`src/spe_pkg.sv`:
```
// package for the serial peripheral node with error flags
// holds control/status layouts, reset values and timing counts shared by the design
package spe_pkg;

   // ************************************************************
   // control and status layouts
   // ************************************************************
   typedef struct packed {
      logic spare;             // no function, reads back as written
      logic serial_irq_enable;
      logic port_enable;
      logic controller_select; // 1: this node drives the shift clock
      logic clk_pol;           // idle level of the shift clock
      logic clk_pha;           // 0: sample on leading edge, 1: on trailing edge
      logic [1:0] rate;        // master half period = HALF_BASE << rate
   } spe_ctrl_s;

   typedef struct packed {
      logic transfer_done_flag;
      logic write_collision_flag;
      logic overrun_flag;
      logic mode_fault_flag;
   } spe_stat_s;

   // ************************************************************
   // reset values and counts
   // ************************************************************
   localparam spe_ctrl_s CTRL_RST = '{default: 1'b0};
   localparam spe_stat_s STAT_RST = '{default: 1'b0};
   localparam logic [7:0] DATA_RST = 8'h00;
   // least master half period in clock cycles; input sync costs two of them
   localparam logic [5:0] HALF_BASE = 6'h04;
   // two edges per bit, eight bits per byte
   localparam logic [3:0] LAST_EDGE = 4'hf;
   localparam int BYTE_MSB = 7;

endpackage

```
`src/spe_node.sv`:
```
// serial peripheral node: shifter, master clock divider and error flags
// assumes a cpu-side agent issuing one-cycle access strobes on i_sys_clk;
// pins arrive asynchronously and are synchronised here
//
// Notes on behaviour
// - data shifts msb first; out and in lines of all nodes joined.
// - only a master starts a transfer; a slave only follows the clock.
// - each master byte out is matched by a slave byte back, one clock.
// - with in and out joined per node, only simplex transfer works.
// - four clock polarity/phase timings; both ends must match.
// - a master sees a mode fault when its select input goes low.
// - mode fault sets its flag and interrupts when enabled.
// - mode fault clears port enable, releasing every output.
// - mode fault clears controller select, falling back to slave.
// - mode fault flag clears after status read with flag, then control write.
// - while mode fault is set, enable and controller bits cannot be set.
// - a slave never sets the mode fault flag; an old one may stay.
// - overrun when a byte completes while done flag is still set.
// - overrun sets its flag and interrupts when enabled.
// - after overrun the buffer keeps the first byte; later ones dropped.
// - overrun flag clears when software reads the status register.
// - data write during a transfer is dropped; the transfer continues.
// - dropped data write sets write collision, as master or slave.
// - write collision never interrupts.
// - received bytes sit in a buffer read in step with the cpu.
`timescale 1ns/100ps

module spe_node #(
   parameter int DATA_W = 8
) (
   input wire logic i_sys_clk,
   input wire logic i_nrst,
   // cpu side access strobes
   input wire logic i_csr_rd,
   input wire logic i_cr_wr,
   input wire spe_pkg::spe_ctrl_s i_cr_wdata,
   input wire logic i_dr_wr,
   input wire logic [DATA_W-1:0] i_dr_wdata,
   input wire logic i_dr_rd,
   output spe_pkg::spe_ctrl_s o_ctrl,
   output spe_pkg::spe_stat_s o_status,
   output logic [DATA_W-1:0] o_rx_data,
   output logic o_busy,
   output logic o_irq,
   // serial pins
   input wire logic i_sck,
   output logic o_sck,
   output logic o_sck_oe,
   input wire logic i_mosi,
   output logic o_mosi,
   output logic o_mosi_oe,
   input wire logic i_miso,
   output logic o_miso,
   output logic o_miso_oe,
   input wire logic i_ss_n
);

   // ************************************************************
   // pin synchronisers
   // ************************************************************
   logic sck_s1_q, sck_s2_q, sck_s3_q;
   logic mosi_s1_q, mosi_s2_q;
   logic miso_s1_q, miso_s2_q;
   logic ss_n_s1_q, ss_n_s2_q;

   // two flops per pin; the third sck flop only remembers the last level
   always_ff @(posedge i_sys_clk or negedge i_nrst) begin
      if (!i_nrst) begin
         {sck_s1_q, sck_s2_q, sck_s3_q} <= 3'h0;
         {mosi_s1_q, mosi_s2_q, miso_s1_q, miso_s2_q} <= 4'h0;
         {ss_n_s1_q, ss_n_s2_q} <= 2'h3;
      end else begin
         {sck_s1_q, sck_s2_q, sck_s3_q} <= {i_sck, sck_s1_q, sck_s2_q};
         {mosi_s1_q, mosi_s2_q} <= {i_mosi, mosi_s1_q};
         {miso_s1_q, miso_s2_q} <= {i_miso, miso_s1_q};
         {ss_n_s1_q, ss_n_s2_q} <= {i_ss_n, ss_n_s1_q};
      end
   end

   // ************************************************************
   // state
   // ************************************************************
   spe_pkg::spe_ctrl_s ctrl_q, ctrl_d;
   spe_pkg::spe_stat_s stat_q, stat_d;
   logic [DATA_W-1:0] shreg_q, shreg_d, rxbuf_q, rxbuf_d;
   logic out_q, out_d;
   logic busy_q, busy_d;
   logic sck_q, sck_d;
   logic [5:0] div_q, div_d;
   logic [3:0] edge_cnt_q, edge_cnt_d;
   logic mode_fault_flag_arm_q, mode_fault_flag_arm_d;
   logic write_collision_flag_arm_q, write_collision_flag_arm_d;
   logic done_arm_q, done_arm_d;
   logic irq_q;

   // ************************************************************
   // decode
   // ************************************************************
   wire logic enabled = ctrl_q.port_enable;
   wire logic is_master = enabled & ctrl_q.controller_select;
   wire logic is_slave = enabled & ~ctrl_q.controller_select;
   wire logic ss_low = ~ss_n_s2_q;
   wire logic [5:0] half_per = 6'(spe_pkg::HALF_BASE << ctrl_q.rate);
   // master clock divider wraps once per half period
   wire logic m_edge = is_master & busy_q & (div_q == half_per - 6'h01);
   // slave follows synchronised clock edges while selected
   wire logic s_edge = is_slave & ss_low & (sck_s2_q != sck_s3_q);
   wire logic any_edge = m_edge | s_edge;
   // leading edge leaves the idle level
   wire logic cur_sck = is_master ? sck_q : sck_s3_q;
   wire logic lead_edge = (cur_sck == ctrl_q.clk_pol);
   wire logic sample_edge = any_edge & (lead_edge ^ ctrl_q.clk_pha);
   wire logic drive_edge = any_edge & ~(lead_edge ^ ctrl_q.clk_pha);
   wire logic din = is_master ? miso_s2_q : mosi_s2_q;
   wire logic [DATA_W-1:0] sh_shift = {shreg_q[DATA_W-2:0], din};
   wire logic last_edge = any_edge & (edge_cnt_q == spe_pkg::LAST_EDGE);
   wire logic [DATA_W-1:0] rx_byte = sample_edge ? sh_shift : shreg_q;
   // a master begins only from its own data write; a slave only from clock edges
   wire logic m_start = i_dr_wr & is_master & ~busy_q;
   wire logic collide = i_dr_wr & busy_q;
   // mode fault only while master; a slave never raises it
   wire logic mode_fault_flag_evt = is_master & ss_low;
   wire logic ovr_evt = last_edge & stat_q.transfer_done_flag;
   wire logic done_evt = last_edge & ~stat_q.transfer_done_flag;
   wire logic dr_access = i_dr_wr | i_dr_rd;

   // ************************************************************
   // shifter and transfer sequencing
   // ************************************************************
   always_comb begin
      shreg_d = shreg_q;
      out_d = out_q;
      busy_d = busy_q;
      sck_d = sck_q;
      div_d = div_q;
      edge_cnt_d = edge_cnt_q;
      if (!busy_q) begin
         sck_d = ctrl_q.clk_pol;
         div_d = 6'h00;
         edge_cnt_d = 4'h0;
      end
      // idle: a write preloads the next byte and its first bit
      if (i_dr_wr & ~busy_q) begin
         shreg_d = i_dr_wdata;
         out_d = i_dr_wdata[spe_pkg::BYTE_MSB];
      end
      busy_d = busy_q | m_start | (s_edge & ~busy_q);
      if (is_master & busy_q) begin
         div_d = m_edge ? 6'h00 : div_q + 6'h01;
         if (m_edge) begin
            sck_d = ~sck_q;
         end
      end
      if (any_edge) begin
         edge_cnt_d = edge_cnt_q + 4'h1;
      end
      if (sample_edge) begin
         shreg_d = sh_shift;
      end
      if (drive_edge) begin
         out_d = shreg_q[DATA_W-1];
      end
      if (last_edge) begin
         busy_d = 1'b0;
      end
      // deselect or disable aborts a partial byte; it never counts as done
      if (!enabled | (is_slave & ~ss_low) | mode_fault_flag_evt) begin
         busy_d = 1'b0;
         edge_cnt_d = 4'h0;
      end
   end

   // ************************************************************
   // control, flags and receive buffer
   // ************************************************************
   always_comb begin
      ctrl_d = ctrl_q;
      stat_d = stat_q;
      rxbuf_d = rxbuf_q;
      mode_fault_flag_arm_d = mode_fault_flag_arm_q;
      write_collision_flag_arm_d = write_collision_flag_arm_q;
      done_arm_d = done_arm_q;
      // status read arms the clearing sequences for the flags it saw set
      if (i_csr_rd) begin
         mode_fault_flag_arm_d = stat_q.mode_fault_flag;
         write_collision_flag_arm_d = stat_q.write_collision_flag;
         done_arm_d = stat_q.transfer_done_flag;
         stat_d.overrun_flag = 1'b0;
      end
      if (i_cr_wr) begin
         ctrl_d = i_cr_wdata;
         if (mode_fault_flag_arm_q) begin
            stat_d.mode_fault_flag = 1'b0;
            mode_fault_flag_arm_d = 1'b0;
         end else if (stat_q.mode_fault_flag) begin
            ctrl_d.port_enable = 1'b0;
            ctrl_d.controller_select = 1'b0;
         end
      end
      if (dr_access) begin
         if (write_collision_flag_arm_q) begin
            stat_d.write_collision_flag = 1'b0;
         end
         if (done_arm_q) begin
            stat_d.transfer_done_flag = 1'b0;
         end
         write_collision_flag_arm_d = 1'b0;
         done_arm_d = 1'b0;
      end
      // hardware events come last so a set beats a same-cycle clear
      if (collide) begin
         stat_d.write_collision_flag = 1'b1;
      end
      if (done_evt) begin
         rxbuf_d = rx_byte;
         stat_d.transfer_done_flag = 1'b1;
      end
      if (ovr_evt) begin
         stat_d.overrun_flag = 1'b1;
      end
      if (mode_fault_flag_evt) begin
         stat_d.mode_fault_flag = 1'b1;
         ctrl_d.port_enable = 1'b0;
         ctrl_d.controller_select = 1'b0;
      end
   end

   // write collision stays out of the interrupt term
   wire logic irq_d = ctrl_q.serial_irq_enable &
      (stat_q.transfer_done_flag | stat_q.overrun_flag | stat_q.mode_fault_flag);

   always_ff @(posedge i_sys_clk or negedge i_nrst) begin
      if (!i_nrst) begin
         ctrl_q <= spe_pkg::CTRL_RST;
         stat_q <= spe_pkg::STAT_RST;
         rxbuf_q <= DATA_W'(spe_pkg::DATA_RST);
         {mode_fault_flag_arm_q, write_collision_flag_arm_q, done_arm_q} <= 3'h0;
         irq_q <= 1'b0;
      end else begin
         ctrl_q <= ctrl_d;
         stat_q <= stat_d;
         rxbuf_q <= rxbuf_d;
         {mode_fault_flag_arm_q, write_collision_flag_arm_q, done_arm_q} <= {mode_fault_flag_arm_d, write_collision_flag_arm_d, done_arm_d};
         irq_q <= irq_d;
      end
   end

   always_ff @(posedge i_sys_clk or negedge i_nrst) begin
      if (!i_nrst) begin
         shreg_q <= DATA_W'(spe_pkg::DATA_RST);
         {out_q, busy_q, sck_q} <= 3'h0;
         div_q <= 6'h00;
         edge_cnt_q <= 4'h0;
      end else begin
         shreg_q <= shreg_d;
         {out_q, busy_q, sck_q} <= {out_d, busy_d, sck_d};
         div_q <= div_d;
         edge_cnt_q <= edge_cnt_d;
      end
   end

   // ************************************************************
   // registered pin drivers
   // ************************************************************
   // enables follow the next control state so a fault releases pins at once;
   // with in and out joined, only one of the two enables is ever high
   logic sck_o_q, sck_oe_q, mosi_oe_q, miso_oe_q, dout_q;
   wire logic nxt_master = ctrl_d.port_enable & ctrl_d.controller_select;
   wire logic nxt_slave = ctrl_d.port_enable & ~ctrl_d.controller_select;

   always_ff @(posedge i_sys_clk or negedge i_nrst) begin
      if (!i_nrst) begin
         {sck_o_q, sck_oe_q, mosi_oe_q, miso_oe_q, dout_q} <= 5'h0;
      end else begin
         sck_o_q <= sck_d;
         sck_oe_q <= nxt_master;
         mosi_oe_q <= nxt_master;
         miso_oe_q <= nxt_slave & ss_low;
         dout_q <= out_d;
      end
   end

   assign o_ctrl = ctrl_q;
   assign o_status = stat_q;
   assign o_rx_data = rxbuf_q;
   assign o_busy = busy_q;
   assign o_irq = irq_q;
   assign o_sck = sck_o_q;
   assign o_sck_oe = sck_oe_q;
   assign o_mosi = dout_q;
   assign o_mosi_oe = mosi_oe_q;
   assign o_miso = dout_q;
   assign o_miso_oe = miso_oe_q;

endmodule

```
`config.mk`:
```
export PLATFORM = sky130hd
export DESIGN_NAME = spe_node
export DESIGN_NICKNAME = d
export VERILOG_FILES = /design/src/spe_pkg.sv /design/src/spe_node.sv
export SDC_FILE = /design/constraint.sdc
export NUM_CORES = 1
export LEC_CHECK = 0
export ABC_AREA = 1
export BUFFER_PORTS_ARGS = -buffer_cell sky130_fd_sc_hd__buf_2
export CAP_MARGIN = 0
export CORE_ASPECT_RATIO = 1.5
export CORE_UTILIZATION = 30
export CTS_CLUSTER_DIAMETER = 150
export DETAILED_ROUTE_END_ITERATION = 6
export PLACE_DENSITY = 0.51
export SLEW_MARGIN = 20
export SYNTH_ARGS = -nofsm -noshare
export SYNTH_HDL_FRONTEND = slang
export SYNTH_SLANG_ARGS = --single-unit
```
`constraint.sdc`:
```
create_clock -name i_sys_clk -period 3.3 [get_ports i_sys_clk]
set_input_delay 0.495 -clock i_sys_clk [delete_from_list [all_inputs] [get_ports i_sys_clk]]
set_output_delay 0.495 -clock i_sys_clk [all_outputs]
set_load 0.005 [all_outputs]
```
# After elaboration in Yosys (flattened, before gate mapping)

Cells that the tools add are included.

Register bits after elaboration: 56
Input port bits: 26
Logic and storage cells: 134
Output and inout port bits: 28

Shifts and indexed selects: 1
Mux-type cells: 39
Add/sub/neg operators: 3
Bitwise logic cells: 38
Reductions and logical operators: 14
Equal/unequal tests: 6

Operators by type and width:

| operator              | number |
|---|---|
| $mux W1               | 25 |
| $mux W6               | 4 |
| $mux W8               | 3 |
| $and A1 B1 Y1         | 22 |
| $reduce_bool A2 Y1    | 10 |
| $mux W4               | 3 |
| $mux W2               | 4 |
| $or A1 B1 Y1          | 8 |
| $not A1 Y1            | 7 |
| $add A6 B1 Y6 const B | 1 |
| $eq A6 B6 Y1          | 1 |
| $reduce_and A2 Y1     | 3 |
| $shl A3 B2 Y6 const A | 1 |
| $sub A6 B1 Y6 const B | 1 |
| $add A4 B1 Y4 const B | 1 |
| $eq A4 B4 Y1 const B  | 1 |
| $ne A3 B1 Y1 const B  | 1 |
| $ne A2 B1 Y1 const B  | 1 |
| $eq A1 B1 Y1          | 1 |
| $logic_not A1 Y1      | 1 |
| $ne A1 B1 Y1          | 1 |
| $xor A1 B1 Y1         | 1 |

# Depth between registers and ports, before layout

Depth in word-level cells: 9
Gate-level depth with buffers: 13
Gate-level depth less buffers: 12

# Worst setup path before layout

OpenSTA, ideal clock, no wires.

Path kind: register -> register
From: register div_q[0]
To: register rxbuf_q[0] (netlist: o_rx_data[0])
Cell stages (with the launch flop): 14
Clock period less this slack: 1.599 ns
Library setup time: 0.116 ns
Path buffers: 1
Data arrival time: 1.482 ns
Setup slack: 1.701 ns
Required time: 3.184 ns
Cells stage by stage: dfrtp_1 ha_1 inv_1 nor2_1 nand2_1 nor2_2 nand4_4 nand2_4 nand2_4 buf_6 nand2_1 nand2_1 nand2_1 nand2_1

Cells in the longest elaborated chain, start to end: 5
Elaborated cells on any way between the ends: 7
Those cells by class: 1 x eq/ne; 1 x mux; 5 x bitwise

RTL lines:

| what                                     | RTL line                         | RTL |
|---|---|---|
| start: declaration                       | spe_node.sv:89                   | `logic [5:0] div_q, div_d;` |
| start signal: assignment                 | spe_node.sv:257                  | `div_q <= div_d;` |
| $eq A6 B6 Y1 *                           | spe_node.sv:105                  | `wire logic m_edge = is_master & busy_q & (div_q == half_per - 6'h01);` |
| $and A1 B1 Y1 *                          | spe_node.sv:105                  |  |
| $or A1 B1 Y1 *                           | spe_node.sv:108                  | `wire logic any_edge = m_edge \| s_edge;` |
| $and A1 B1 Y1, on equally long branches  | spe_node.sv:112, spe_node.sv:116 |  |
| $mux W8 or $and A1 B1 Y1 (tied branches) | spe_node.sv:117, spe_node.sv:124 |  |
| end signal: assignment                   | spe_node.sv:236                  | `rxbuf_q <= DATA_W'(spe_pkg::DATA_RST);` |
| end signal: assignment                   | spe_node.sv:242                  | `rxbuf_q <= rxbuf_d;` |
| end: declaration                         | spe_node.sv:85                   | `logic [DATA_W-1:0] shreg_q, shreg_d, rxbuf_q, rxbuf_d;` |

Mark *: on every way between the ends. The rest lies on a longest branch, timed or not.
A chain may end at the register's enable or synchronous reset.

# Worst setup path in the final report

From: register ctrl_q (netlist bit enabled)
To: register rxbuf_q[0] (netlist: o_rx_data[0])

Cells in the longest elaborated chain, start to end: 6
Elaborated cells on any way between the ends: 15
Those cells by class: 1 x eq/ne; 3 x mux; 11 x bitwise

RTL lines:

| what                                               | RTL line                         | RTL |
|---|---|---|
| start: declaration                                 | spe_node.sv:83                   | `spe_pkg::spe_ctrl_s ctrl_q, ctrl_d;` |
| start signal: assignment                           | spe_node.sv:234                  | `ctrl_q <= spe_pkg::CTRL_RST;` |
| start signal: assignment                           | spe_node.sv:240                  | `ctrl_q <= ctrl_d;` |
| $and A1 B1 Y1, on equally long branches            | spe_node.sv:100, spe_node.sv:101 |  |
| $and A1 B1 Y1 (tied with other cells) (2 in a row) | spe_node.sv:105                  |  |
| $or A1 B1 Y1 or $xor A1 B1 Y1 (tied branches)      | spe_node.sv:108, spe_node.sv:112 |  |
| $and A1 B1 Y1, on equally long branches            | spe_node.sv:112, spe_node.sv:116 |  |
| $mux W8 or $and A1 B1 Y1 (tied branches)           | spe_node.sv:117, spe_node.sv:124 |  |

Parallel ways exist; a longest one is shown, timed or not.

==> impl_metrics.env <==
export IMPL_drive_gt1_share_pct=23.15
export IMPL_worst_ep_arrival_time_ns=2.12
export IMPL_synth_edf_count=0
export IMPL_overflow=0
export IMPL_drv_slew=0
export IMPL_cts_root_buf="clkbuf_16"
export IMPL_cp_end_kind="register"
export IMPL_post_cts_buffers=0
export IMPL_ant_nets=0
export IMPL_critPathSlowestCell="xnor2_2"
export IMPL_synth_most_common_cell="nand2_1"
export IMPL_crit_top_cell="nand2_1"
export IMPL_syn_inst=286
export IMPL_cts_tree="done"
export IMPL_start_util_pct=30.89
export IMPL_cts_max_path_buffers=2
export IMPL_post_route_period_util_pct=58.60
export IMPL_dieArea_mm2=0.009047
export IMPL_netlist_top_cells_area="dfrtp_1, nand2_1, nand3_1"
export IMPL_synth_distinct_cells=35
export IMPL_syn_avg_cell_area_um2=9.087
export IMPL_timing_rr_start="enabled"
export IMPL_nNetsFinal=364
export IMPL_ir_drop_uv=235.0
export IMPL_grt_pass1_wl_um=9673
export IMPL_synth_ff_type="dfrtp_1"
export IMPL_cts_resized=0
export IMPL_drtIter0Drc=81
export IMPL_num_vias=2009
export IMPL_pwr_density_cell_mw_per_mm2=526.7
export IMPL_cts_buffers=5
export IMPL_rows=41
export IMPL_die_x_um=78.00
export IMPL_path_cells="nand2_4, nand2_1, o21ai_2, xnor2_2, nand2_4, nand2_1, nand2_1, nand2_1, nand2_1"
export IMPL_setup_viol=0
export IMPL_period_minus_slack_ns=1.934
export IMPL_coreArea_mm2=0.008413
export IMPL_cts_hold_repair_buffers=0
export IMPL_crit_type="reg2reg"
export IMPL_vias_per_cell=4.525
export IMPL_cp_endpoint="o_rx_data[0]"
export IMPL_holdWs_ns=0.1714
export IMPL_hold_viol=0
export IMPL_p_leak_nw=1.607
export IMPL_rsz0062_at_grt="false"
export IMPL_wire_per_inst_um=13.02
export IMPL_synth_nets=314
export IMPL_fmax_mhz=517.1
export IMPL_timing_rr_end="o_rx_data[0]"
export IMPL_drc=0
export IMPL_yosys_warnings=0
export IMPL_synth_area_mm2=0.002599
export IMPL_ios=54
export IMPL_antenna_found_initial=0
export IMPL_routed_wl_um=5782
export IMPL_rr_worst_depth=9
export IMPL_cp_start_kind="register"
export IMPL_cp_required_ns=3.49
export IMPL_num_antenna_cells=0
export IMPL_grt_pass1_vias=2037
export IMPL_track_usage_pct=14.01
export IMPL_max_stage_delay_ns=0.49
export IMPL_worst_path_max_fanout=23
export IMPL_clkTransAtPathRegs_ns=0.07
export IMPL_outcome="finished, final reports clean"
export IMPL_port_buffers=53
export IMPL_synthArstFlopShare_pct=100.0
export IMPL_fin_tns_setup_ns=0
export IMPL_tightest_slew_ns=0.5961
export IMPL_synthTopCellsByCount="nand2_1, dfrtp_1, nand3_1"
export IMPL_skew_ns=0.006028
export IMPL_ff2ff_setup_slack_ns=1.37
export IMPL_hpwlAfterDp_um=4400
export IMPL_cts_htree_levels=2
export IMPL_clk_latency_ns=0.29
export IMPL_die_y_um=116.0
export IMPL_startpoint="enabled"
export IMPL_firstDrtPassIters=4
export IMPL_ys_ff_latch=56
export IMPL_clkSinkCount=56
export IMPL_synth_top_cell_area_share_pct=52.00
export IMPL_synthToLayoutAreaGrowth_pct=17.96
export IMPL_relSlewSlack_pct=60.07
export IMPL_hold_path_class="in2async"
export IMPL_place_congestion=0.7741
export IMPL_maxCapViolCount=0
export IMPL_grt_max_degree=33
export IMPL_yosysSeqAreaShare_pct=54.02
export IMPL_synth_area_leader_cell="dfrtp_1"
per-layer routing:
layer  share of wire (%)  GRT usage, %
met1                  43         16.40
met2                  51         24.90
met3                 4.7         3.543
met4                 1.4         4.815
met5                   0             0
sequential cells by signal, indices dropped and copies added, names as in the netlist, 4 cells and up:
name	cells
shreg_q	8
o_ctrl	7
edge_cnt_q	4
div_q	6
o_rx_data	8
o_status	4
cells by family after synthesis:
logic type | synth area share, %
AND/OR/NAND/NOR | 26.58
flip-flops | 54.02
buffers and inverters | 7.511
AO/OA/AOI/OAI | 7.463
XOR/XNOR | 2.648
multiplexers | 0.8185
adder cells (fa/ha/maj) | 0.9628
metrics by stage:
| stage | instance area [um^2] | instances | utilization (%) | worst slack, ns | power [mW] |
|---|---|---|---|---|---|
| 2_1_floorplan | 2599 | 286 | - | 1.701 | 0.9911 |
| 3_3_place_gp | 2915 | 436 | 34.65 | 1.379 | 1.089 |
| 3_5_place_dp | 2915 | 436 | 34.65 | 1.364 | 1.092 |
| 4_1_cts | 3065 | 444 | 36.44 | 1.339 | 1.645 |
| 5_1_grt | 3065 | 444 | 36.44 | 1.205 | 1.708 |
| 6_report | 3065 | 444 | 36.44 | 1.366 | 1.614 |
worst max-delay path: cells and delay by family (launching register included):
family,cells,cell delay (ns)
AO/OA/AOI/OAI,1,0.08
XOR/XNOR,1,0.49
flip-flops,1,0.45
AND/OR/NAND/NOR,7,0.80
layout by cell type, fill, tap and decap left out, types with 4 or more instances in the layout:
master     synthesis  layout
nand2_1           78      78
dfrtp_1           54      54
buf_2              0      53
nand3_1           40      40
inv_1             25      25
o21ai_0           16      16
nor2_1            12      12
a21oi_1            6       6
clkbuf_16          0       5
xor2_1             4       4
o22ai_1            4       4
worst min-delay path by stage:
stage	end	slack (ns)	cells past startpoint
after floorplan	div_q[0]	0.20	0
after global placement	mosi_s2_q	0.34	0
after detailed placement	mosi_s2_q	0.33	0
after CTS	sck_s2_q	0.19	1
final	o_mosi_oe	0.17	1
after global routing	o_mosi_oe	0.22	1
where the power goes:
group          leakage [nW]  total, mW  internal (mW)  switching [mW]
clock                0.0701      0.544          0.303           0.241
combinational         0.818      0.261          0.101           0.159
sequential            0.719      0.809          0.753          0.0565
total                  1.61       1.61           1.16           0.457
cell type report:
class / instances / area [um^2]
Multi-Input combinational cell: 191 / 999.7
Sequential cell: 56 / 1404
Clock inverter: 1 / 7.507
Clock buffer: 7 / 142.6
Fill cell: 907 / 5348
Inverter: 28 / 105.1
Timing Repair Buffer: 54 / 272.8
Tap cell: 107 / 133.9
Power figures use the tool's default switching activity.
